### src/rtl/tcc_defs.vh
// Register indices, field positions, reset values and mode codes of the timer and capture/compare block.
// Assumes a 32-bit APB master; byte address of a register is four times its index.
`ifndef TCC_DEFS_VH
`define TCC_DEFS_VH
`define TCC_IDX_W 8
`define TCC_IDX_PERIPHERAL_FLAGS 8'h0C
`define TCC_IDX_TIMER1_COUNT_LOW 8'h0E
`define TCC_IDX_TIMER1_COUNT_HIGH 8'h0F
`define TCC_IDX_TIMER1_CONTROL 8'h10
`define TCC_IDX_TIMER2_COUNT 8'h11
`define TCC_IDX_TIMER2_CONTROL 8'h12
`define TCC_IDX_CC_LOW_BYTE 8'h15
`define TCC_IDX_CC_HIGH_BYTE 8'h16
`define TCC_IDX_CCP_CONTROL 8'h17
`define TCC_IDX_PERIPHERAL_ENABLES 8'h8C
`define TCC_IDX_TIMER2_PERIOD 8'h92
`define TCC_RST_FLAGS 8'h00
`define TCC_RST_ENABLES 8'h00
`define TCC_RST_T1CTRL 8'h00
`define TCC_RST_T2COUNT 8'h00
`define TCC_RST_T2CTRL 8'h00
`define TCC_RST_T2PERIOD 8'hFF
`define TCC_RST_CCPCTRL 8'h00
`define TCC_FLAG_T1_OVF 0
`define TCC_FLAG_T2_MATCH 1
`define TCC_FLAG_CCP_EVENT 2
`define TCC_FLAG_MASK 8'h07
`define TCC_ENABLE_MASK 8'h47
`define TCC_T1CTRL_MASK 8'h3F
`define TCC_T1_RUN 0
`define TCC_T1_PRE_LSB 4
`define TCC_T2CTRL_MASK 8'h7F
`define TCC_T2_RUN 2
`define TCC_T2_PRE_LSB 0
`define TCC_T2_POST_LSB 3
`define TCC_CCPCTRL_MASK 8'h3F
`define TCC_CCP_DUTY_LSB 4
`define TCC_MODE_OFF 4'h0
`define TCC_MODE_CAP_FALL 4'h4
`define TCC_MODE_CAP_RISE 4'h5
`define TCC_MODE_CAP_RISE4 4'h6
`define TCC_MODE_CAP_RISE16 4'h7
`define TCC_MODE_CMP_SET 4'h8
`define TCC_MODE_CMP_CLEAR 4'h9
`define TCC_MODE_CMP_SOFT 4'hA
`define TCC_MODE_CMP_SPECIAL 4'hB
`endif

### src/rtl/tcc_timer_ccp.v
// Timer2 period timer, a small Timer1 time base and the capture/compare/PWM unit behind an APB slave.
// Assumes one clock (instruction clock), an asynchronous pin input and an A/D enable level from the same clock.
`timescale 1ns/1ps
`include "tcc_defs.vh"

module tcc_timer_ccp (
  input wire i_mclk,
  input wire i_rst_b,
  input wire i_psel,
  input wire i_penable,
  input wire i_pwrite,
  input wire [11:0] i_paddr,
  input wire [31:0] i_pwdata,
  output reg [31:0] o_prdata,
  output reg o_pready,
  output reg o_pslverr,
  input wire i_ccp_pin,
  input wire i_adc_enable,
  output reg o_ccp_pin_out,
  output reg o_ccp_pin_oe,
  output reg o_adc_start,
  output reg o_timer2_match
);

  function is_mapped;
    input [`TCC_IDX_W-1:0] idx;
    begin
      case (idx)
        `TCC_IDX_PERIPHERAL_FLAGS, `TCC_IDX_TIMER1_COUNT_LOW, `TCC_IDX_TIMER1_COUNT_HIGH,
        `TCC_IDX_TIMER1_CONTROL, `TCC_IDX_TIMER2_COUNT, `TCC_IDX_TIMER2_CONTROL,
        `TCC_IDX_CC_LOW_BYTE, `TCC_IDX_CC_HIGH_BYTE, `TCC_IDX_CCP_CONTROL,
        `TCC_IDX_PERIPHERAL_ENABLES, `TCC_IDX_TIMER2_PERIOD: is_mapped = 1'b1;
        default: is_mapped = 1'b0;
      endcase
    end
  endfunction

  reg [7:0] flags_q;
  reg [7:0] enables_q;
  reg [15:0] t1_count_q;
  reg [7:0] t1_ctrl_q;
  reg [2:0] t1_pre_q;
  reg [7:0] t2_count_q;
  reg [7:0] t2_ctrl_q;
  reg [7:0] t2_period_q;
  reg [3:0] t2_pre_q;
  reg [3:0] t2_post_q;
  reg [15:0] cc_value_q;
  reg [7:0] ccp_ctrl_q;
  reg [3:0] edge_pre_q;
  reg [9:0] duty_q;
  reg cmp_eq_q;
  reg pin_meta_q;
  reg pin_sync_q;
  reg pin_prev_q;

  wire [`TCC_IDX_W-1:0] idx = i_paddr[`TCC_IDX_W+1:2];
  wire access = i_psel & i_penable;
  wire wr = access & i_pwrite & o_pready & ~o_pslverr;
  wire wr_flags = wr & (idx == `TCC_IDX_PERIPHERAL_FLAGS);
  wire wr_t1_lo = wr & (idx == `TCC_IDX_TIMER1_COUNT_LOW);
  wire wr_t1_hi = wr & (idx == `TCC_IDX_TIMER1_COUNT_HIGH);
  wire wr_t2 = wr & (idx == `TCC_IDX_TIMER2_COUNT);
  wire wr_t2_ctrl = wr & (idx == `TCC_IDX_TIMER2_CONTROL);
  wire wr_cc_lo = wr & (idx == `TCC_IDX_CC_LOW_BYTE);
  wire wr_cc_hi = wr & (idx == `TCC_IDX_CC_HIGH_BYTE);
  wire wr_ccp_ctrl = wr & (idx == `TCC_IDX_CCP_CONTROL);

  wire [3:0] mode = ccp_ctrl_q[3:0];
  // Codes one to three fall in no class and so act like off without resetting.
  wire mode_off = (mode == `TCC_MODE_OFF);
  wire mode_capture = (mode[3:2] == 2'b01);
  wire mode_compare = (mode[3:2] == 2'b10);
  wire mode_pwm = (mode[3:2] == 2'b11);

  // Timer1 time base with a 1, 2, 4 or 8 prescaler.
  reg [2:0] t1_pre_mask;
  always @* begin
    case (t1_ctrl_q[`TCC_T1_PRE_LSB+1:`TCC_T1_PRE_LSB])
      2'b00: t1_pre_mask = 3'h0;
      2'b01: t1_pre_mask = 3'h1;
      2'b10: t1_pre_mask = 3'h3;
      default: t1_pre_mask = 3'h7;
    endcase
  end
  wire t1_run = t1_ctrl_q[`TCC_T1_RUN];
  wire t1_tick = t1_run & ((t1_pre_q & t1_pre_mask) == t1_pre_mask);
  wire t1_ovf = t1_tick & (t1_count_q == 16'hFFFF);

  // Compare looks at Timer1 on every clock; one hit per arrival at equality.
  wire cmp_eq = (t1_count_q == cc_value_q);
  wire cmp_hit = mode_compare & cmp_eq & ~cmp_eq_q;
  wire special = cmp_hit & (mode == `TCC_MODE_CMP_SPECIAL);

  // Timer2 prescaler ratio 1, 4 or 16.
  reg [3:0] t2_pre_last;
  always @* begin
    case (t2_ctrl_q[`TCC_T2_PRE_LSB+1:`TCC_T2_PRE_LSB])
      2'b00: t2_pre_last = 4'h0;
      2'b01: t2_pre_last = 4'h3;
      default: t2_pre_last = 4'hF;
    endcase
  end
  wire t2_run = t2_ctrl_q[`TCC_T2_RUN];
  wire t2_tick = t2_run & (t2_pre_q == t2_pre_last);
  wire t2_match = t2_tick & (t2_count_q == t2_period_q);
  wire [3:0] t2_post_sel = t2_ctrl_q[`TCC_T2_POST_LSB+3:`TCC_T2_POST_LSB];
  wire t2_post_fire = t2_match & (t2_post_q == t2_post_sel);

  // Capture edge detection runs on the second synchroniser stage only.
  wire pin_rise = pin_sync_q & ~pin_prev_q;
  wire pin_fall = ~pin_sync_q & pin_prev_q;
  reg cap_event;
  always @* begin
    case (mode)
      `TCC_MODE_CAP_FALL: cap_event = pin_fall;
      `TCC_MODE_CAP_RISE: cap_event = pin_rise;
      `TCC_MODE_CAP_RISE4: cap_event = pin_rise & (edge_pre_q[1:0] == 2'h3);
      `TCC_MODE_CAP_RISE16: cap_event = pin_rise & (edge_pre_q == 4'hF);
      default: cap_event = 1'b0;
    endcase
  end

  // PWM time base extends Timer2 by two prescaler bits.
  reg [1:0] pwm_ext;
  always @* begin
    case (t2_ctrl_q[`TCC_T2_PRE_LSB+1:`TCC_T2_PRE_LSB])
      2'b00: pwm_ext = 2'b00;
      2'b01: pwm_ext = t2_pre_q[1:0];
      default: pwm_ext = t2_pre_q[3:2];
    endcase
  end
  wire [9:0] pwm_new_duty = {cc_value_q[7:0], ccp_ctrl_q[`TCC_CCP_DUTY_LSB+1:`TCC_CCP_DUTY_LSB]};

  // APB slave: access lasts two cycles, pready registered.
  reg [7:0] rd_byte;
  always @* begin
    case (idx)
      `TCC_IDX_PERIPHERAL_FLAGS: rd_byte = flags_q;
      `TCC_IDX_TIMER1_COUNT_LOW: rd_byte = t1_count_q[7:0];
      `TCC_IDX_TIMER1_COUNT_HIGH: rd_byte = t1_count_q[15:8];
      `TCC_IDX_TIMER1_CONTROL: rd_byte = t1_ctrl_q;
      `TCC_IDX_TIMER2_COUNT: rd_byte = t2_count_q;
      `TCC_IDX_TIMER2_CONTROL: rd_byte = t2_ctrl_q;
      `TCC_IDX_CC_LOW_BYTE: rd_byte = cc_value_q[7:0];
      `TCC_IDX_CC_HIGH_BYTE: rd_byte = cc_value_q[15:8];
      `TCC_IDX_CCP_CONTROL: rd_byte = ccp_ctrl_q;
      `TCC_IDX_PERIPHERAL_ENABLES: rd_byte = enables_q;
      `TCC_IDX_TIMER2_PERIOD: rd_byte = t2_period_q;
      default: rd_byte = 8'h00;
    endcase
  end

  always @(posedge i_mclk or negedge i_rst_b) begin
    if (!i_rst_b) begin
      o_pready <= 1'b0;
      o_pslverr <= 1'b0;
      o_prdata <= 32'h00000000;
    end else if (access & ~o_pready) begin
      o_pready <= 1'b1;
      o_pslverr <= ~is_mapped(idx) | (|i_paddr[11:`TCC_IDX_W+2]);
      o_prdata <= (is_mapped(idx) & ~i_pwrite) ? {24'h000000, rd_byte} : 32'h00000000;
    end else begin
      o_pready <= 1'b0;
      o_pslverr <= 1'b0;
    end
  end

  // Software-visible control registers.
  always @(posedge i_mclk or negedge i_rst_b) begin
    if (!i_rst_b) begin
      enables_q <= `TCC_RST_ENABLES;
      t1_ctrl_q <= `TCC_RST_T1CTRL;
      t2_ctrl_q <= `TCC_RST_T2CTRL;
      t2_period_q <= `TCC_RST_T2PERIOD;
      ccp_ctrl_q <= `TCC_RST_CCPCTRL;
    end else begin
      if (wr & (idx == `TCC_IDX_PERIPHERAL_ENABLES))
        enables_q <= i_pwdata[7:0] & `TCC_ENABLE_MASK;
      if (wr & (idx == `TCC_IDX_TIMER1_CONTROL))
        t1_ctrl_q <= i_pwdata[7:0] & `TCC_T1CTRL_MASK;
      if (wr_t2_ctrl)
        t2_ctrl_q <= i_pwdata[7:0] & `TCC_T2CTRL_MASK;
      if (wr & (idx == `TCC_IDX_TIMER2_PERIOD))
        t2_period_q <= i_pwdata[7:0];
      if (wr_ccp_ctrl)
        ccp_ctrl_q <= i_pwdata[7:0] & `TCC_CCPCTRL_MASK;
    end
  end

  // Flags: a hardware set in the cycle of a software write wins.
  always @(posedge i_mclk or negedge i_rst_b) begin
    if (!i_rst_b) begin
      flags_q <= `TCC_RST_FLAGS;
    end else begin
      flags_q <= ((wr_flags ? i_pwdata[7:0] : flags_q) & `TCC_FLAG_MASK)
        | ({7'h00, t1_ovf & ~special} << `TCC_FLAG_T1_OVF)
        | ({7'h00, t2_post_fire} << `TCC_FLAG_T2_MATCH)
        | ({7'h00, cap_event | cmp_hit} << `TCC_FLAG_CCP_EVENT);
    end
  end

  // Timer1 count; a byte write beats the special-event reset.
  always @(posedge i_mclk or negedge i_rst_b) begin
    if (!i_rst_b) begin
      t1_count_q <= 16'h0000;
      t1_pre_q <= 3'h0;
    end else begin
      t1_pre_q <= t1_run ? t1_pre_q + 3'h1 : t1_pre_q;
      if (wr_t1_lo)
        t1_count_q[7:0] <= i_pwdata[7:0];
      else if (wr_t1_hi)
        t1_count_q[15:8] <= i_pwdata[7:0];
      else if (special)
        t1_count_q <= 16'h0000;
      else if (t1_tick)
        t1_count_q <= t1_count_q + 16'h0001;
    end
  end

  // Timer2 with prescaler and postscaler.
  always @(posedge i_mclk or negedge i_rst_b) begin
    if (!i_rst_b) begin
      t2_count_q <= `TCC_RST_T2COUNT;
      t2_pre_q <= 4'h0;
      t2_post_q <= 4'h0;
      o_timer2_match <= 1'b0;
    end else begin
      o_timer2_match <= t2_match;
      if (wr_t2 | wr_t2_ctrl) begin
        t2_pre_q <= 4'h0;
        t2_post_q <= 4'h0;
      end else begin
        if (t2_run)
          t2_pre_q <= t2_tick ? 4'h0 : t2_pre_q + 4'h1;
        if (t2_match)
          t2_post_q <= t2_post_fire ? 4'h0 : t2_post_q + 4'h1;
      end
      if (wr_t2)
        t2_count_q <= i_pwdata[7:0];
      else if (t2_match)
        t2_count_q <= 8'h00;
      else if (t2_tick)
        t2_count_q <= t2_count_q + 8'h01;
    end
  end

  // Pin synchroniser and capture edge prescaler.
  always @(posedge i_mclk or negedge i_rst_b) begin
    if (!i_rst_b) begin
      pin_meta_q <= 1'b0;
      pin_sync_q <= 1'b0;
      pin_prev_q <= 1'b0;
      edge_pre_q <= 4'h0;
      cmp_eq_q <= 1'b0;
    end else begin
      pin_meta_q <= i_ccp_pin;
      pin_sync_q <= pin_meta_q;
      pin_prev_q <= pin_sync_q;
      cmp_eq_q <= mode_compare & cmp_eq;
      if (!mode_capture)
        edge_pre_q <= 4'h0;
      else if (pin_rise)
        edge_pre_q <= edge_pre_q + 4'h1;
    end
  end

  // Capture/compare value, pin latch, PWM duty and trigger output.
  always @(posedge i_mclk or negedge i_rst_b) begin
    if (!i_rst_b) begin
      cc_value_q <= 16'h0000;
      duty_q <= 10'h000;
      o_ccp_pin_out <= 1'b0;
      o_ccp_pin_oe <= 1'b0;
      o_adc_start <= 1'b0;
    end else begin
      o_adc_start <= special & i_adc_enable;
      o_ccp_pin_oe <= mode_compare | mode_pwm;
      if (cap_event) begin
        cc_value_q <= t1_count_q;
      end else begin
        if (wr_cc_lo)
          cc_value_q[7:0] <= i_pwdata[7:0];
        if (wr_cc_hi)
          cc_value_q[15:8] <= i_pwdata[7:0];
      end
      if (mode_off) begin
        o_ccp_pin_out <= 1'b0;
      end else if (cmp_hit & (mode == `TCC_MODE_CMP_SET)) begin
        o_ccp_pin_out <= 1'b1;
      end else if (cmp_hit & (mode == `TCC_MODE_CMP_CLEAR)) begin
        o_ccp_pin_out <= 1'b0;
      end else if (mode_pwm & t2_match) begin
        duty_q <= pwm_new_duty;
        o_ccp_pin_out <= (pwm_new_duty != 10'h000);
      end else if (mode_pwm & ({t2_count_q, pwm_ext} >= duty_q)) begin
        o_ccp_pin_out <= 1'b0;
      end
    end
  end

endmodule

### config.mk
export PLATFORM = sky130hd
export DESIGN_NAME = tcc_timer_ccp
export DESIGN_NICKNAME = d
export VERILOG_FILES = /design/src/rtl/tcc_timer_ccp.v
export VERILOG_INCLUDE_DIRS = /design/src /design/src/rtl
export SDC_FILE = /design/constraint.sdc
export NUM_CORES = 1
export LEC_CHECK = 0
export ABC_AREA = 1
export BUFFER_PORTS_ARGS = -buffer_cell sky130_fd_sc_hd__buf_4
export CAP_MARGIN = 5
export CORE_MARGIN = 2
export CORE_UTILIZATION = 26
export CTS_BUF_LIST = sky130_fd_sc_hd__clkbuf_4 sky130_fd_sc_hd__clkbuf_8 sky130_fd_sc_hd__clkbuf_16
export CTS_CLUSTER_SIZE = 40
export DETAILED_ROUTE_END_ITERATION = 8
export HOLD_SLACK_MARGIN = 0.15
export SLEW_MARGIN = 10
export SYNTH_ARGS = -nofsm -noshare
export SYNTH_HDL_FRONTEND = slang
export SYNTH_SLANG_ARGS = --single-unit
### constraint.sdc
create_clock -name i_mclk -period 4.9 [get_ports i_mclk]
set_clock_uncertainty 0.1 [all_clocks]
set_input_delay 0.98 -clock i_mclk [delete_from_list [all_inputs] [get_ports i_mclk]]
set_output_delay 0.98 -clock i_mclk [all_outputs]
set_load 0.02 [all_outputs]
==> out/qor.yml <==
status: "complete, no violations"
grt_overflow: 0
dr.pass1.iters: 7
r2r-end: "flags_q[0]"
cts_setup_buffers: 0
cts.sinks: 117
finalWorstSetupSlack_ps: 2390
ir_drop_uv: 173
die_x_microns: 174
synth_cells: 1024
synth_ff_type: "dfrtp_1"
gp_congestion: 0.954
htreeDepth: 4
timing.setup.tns_ps: 0
postCtsHoldBufs: 0
hold_path.class: "register to register"
synth_cell_types: 46
ys_warn_count: 0
setup_viol: 0
synthTopCellsByArea: "dfrtp_1 (36%), nand2_1 (15%), inv_1 (6.1%), nand3_1 (5.0%), o21ai_0 (3.8%)"
fp.dieH_microns: 174
avgSynthCellArea_sq_um: 7.30
totalPowerFinal_mw: 2.39
finalHoldViolCount: 0
cp.arrival_ps: 2730
path_clk_slew_ps: 60
async_reset_ff_share_pct: 100
final_design_area_no_fill_sq_mm: 0.00869
antenna_found_initial: 0
num_vias: 6949
drc: 0
antennaDiodeCount: 0
worst_pin_slew_ps: 845
syn2layout_area_growth_pct: 16.2
finalCritPeriodShare_pct: 51.3
report.final.slew_viol_count: 0
fin_util_pct: 30.4
std_cell_rows: 62
hold_path_depth: 0
post-place-ws_ps: 1940
post_drt_wl_per_cell_microns: 16.3
drive_above_1_share_pct: 13.0
postRouteAntennaNets: 0
cts_resized: 0
port-buffer-count: 38
grt_max_degree: 66
grt_first_pass_wirelength_microns: 37700
crit_type: "input pin to register"
initial_core_util_pct: 26.2
hp-start: "pin_meta_q"
min_period_ps: 2510
placed_area_sq_mm: 0.00810
wl_microns: 23800
viasPerCell: 4.75
end_kind: "register"
cts_made_buffers: 17
cts_tree: "built"
p_leak_nw: 4.18
drv_cap: 0
synth_top_cell_area_share_pct: 36.5
core_area_sq_mm: 0.0285
synth_area_sq_mm: 0.00748
io_pins: 89
r2r_slack_ps: 2430
power_density_mw_per_mm2: 275
grt_pass1_vias: 6714
cp_max_fo: 11
synth_top_cell_by_area: "dfrtp_1"
startpoint_type: "input pin"
clock_path_buffers: 2
hpwlAfterDp_microns: 18100
r2r_cells: 10
dieArea_sq_mm: 0.0301
synth_edf_count: 0
grt_util_all_layers_pct: 16.3
maxSlewHeadroom_pct: 43.7
seq_area_frac_synth_pct: 39.3
hold_end: "pin_sync_q"
fmax_mhz: 398
nets: 1133
crit_required_ps: 5120
synth_seq_cells: 117
insertion_delay_ps: 430
rsz0062_at_grt: "no"
root_buffer: "clkbuf_16"
worstReg2RegStart: "t1_count_q[10]"
drt_iter0_markers: 575
## power breakdown
| part | total [mW] | internal, mW | switching [mW] |
|---|---|---|---|
| combinational | 0.137 | 0.0329 | 0.104 |
| sequential | 0.986 | 0.976 | 0.00995 |
| clock | 1.26 | 0.764 | 0.497 |
| total | 2.39 | 1.77 | 0.612 |
## synthesized netlist by cell type (2+ instances only)
cell and count:
clkbuf_2 2, xnor2_1 3, nand3_2 2, o31ai_1 2, dfstp_2 8, nor3_1 12, nand4_1 22, nand3_1 75
o22ai_1 26, inv_1 122, inv_2 17, nand3b_1 2, dfrtp_1 109, a21oi_4 2, o21ai_0 57, nor2_1 70
o21ai_1 18, clkbuf_1 8, xor2_1 23, nor3_2 4, nand2_1 300, o21a_1 2, nor2_4 11, o211ai_1 19
buf_4 26, o221ai_1 8, nor2_2 5, buf_2 6, nand2_2 11, and2_1 3, a21oi_1 19, ha_1 16
## critical path: stages
cell and delay, ps:
buf_4 120, inv_2 50, nand2_1 110, nor2_4 180, nand3_1 90, nor2_1 100, nand2_1 300, inv_2 300
nor2_2 100, nand2_1 90, nand2_2 120, nand2_1 110, nand2_1 60
## state kept, by name, indices dropped and copies added (netlist names), 3 cells and up
name	flops
cc_value_q	16
t1_count_q	16
duty_q	10
o_prdata	8
t2_count_q	8
t2_period_q	8
t2_ctrl_q	7
ccp_ctrl_q	6
t1_ctrl_q	6
edge_pre_q	4
enables_q	4
t2_post_q	4
t2_pre_q	4
flags_q	3
t1_pre_q	3
## per-layer routing
layer / GRT usage [%] / vias to the layer above / wire, microns
met1: 21.3 / 3304 / 10600
met4: 5.46 / 0 / 593
met5: 0 / - / 0
li1: - / 3376 / -
met3: 3.22 / 44 / 1400
met2: 26.9 / 225 / 11300
## cells by family after synthesis
| group | Yosys count | share of synthesized area [%] |
|---|---|---|
| simple gates | 525 | 31.8 |
| buf+inv | 182 | 10.6 |
| compound gates | 157 | 12.6 |
| flops | 117 | 39.3 |
| xor+xnor | 26 | 3.05 |
| fa+ha+maj | 16 | 2.68 |
| other cells | 1 | 0.0501 |
## worst max-delay path by stage
stage	from	endpoint	slack, ps	depth (start not counted)
floorplan	i_paddr[8]	cc_value_q[15]	2580	9
global placement	i_paddr[8]	o_prdata[2]	1960	10
detailed placement	i_paddr[8]	o_prdata[2]	1940	10
CTS	t1_count_q[13]	flags_q[0]	2380	11
global route	t1_count_q[13]	flags_q[0]	2210	11
finish	i_paddr[7]	t1_count_q[8]	2390	13
## metrics by stage
stage	cells	hold slack, ps
4_1_cts	1463	248
6_report	1463	245
5_1_grt	1463	266
3_3_place_gp	1431	237
3_5_place_dp	1431	236
2_1_floorplan	1047	231
## final cells by class
class | instances | area [sq um]
clock inverters | 14 | 153
clock buffers | 18 | 439
multi-input cells | 748 | 3840
well taps | 384 | 480
repair buffers | 42 | 315
flip-flops and latches | 117 | 2940
inverters | 140 | 526
fillers | 3148 | 19900
## cells in the final DEF (no fill, tap or decap), drive strengths merged, types with 4 or more instances in the layout
cell,n
a21oi,21
nand3,78
o211ai,19
o21ai,75
inv,141
clkinv,7
ha,16
buf,42
nor2,86
dfrtp,109
xor2,23
o22ai,26
nand2,312
clkinvlp,4
nor3,17
nand4,24
conb,24
clkbuf,18
o221ai,8
dfstp,8
(Power assumes the default switching activity.)
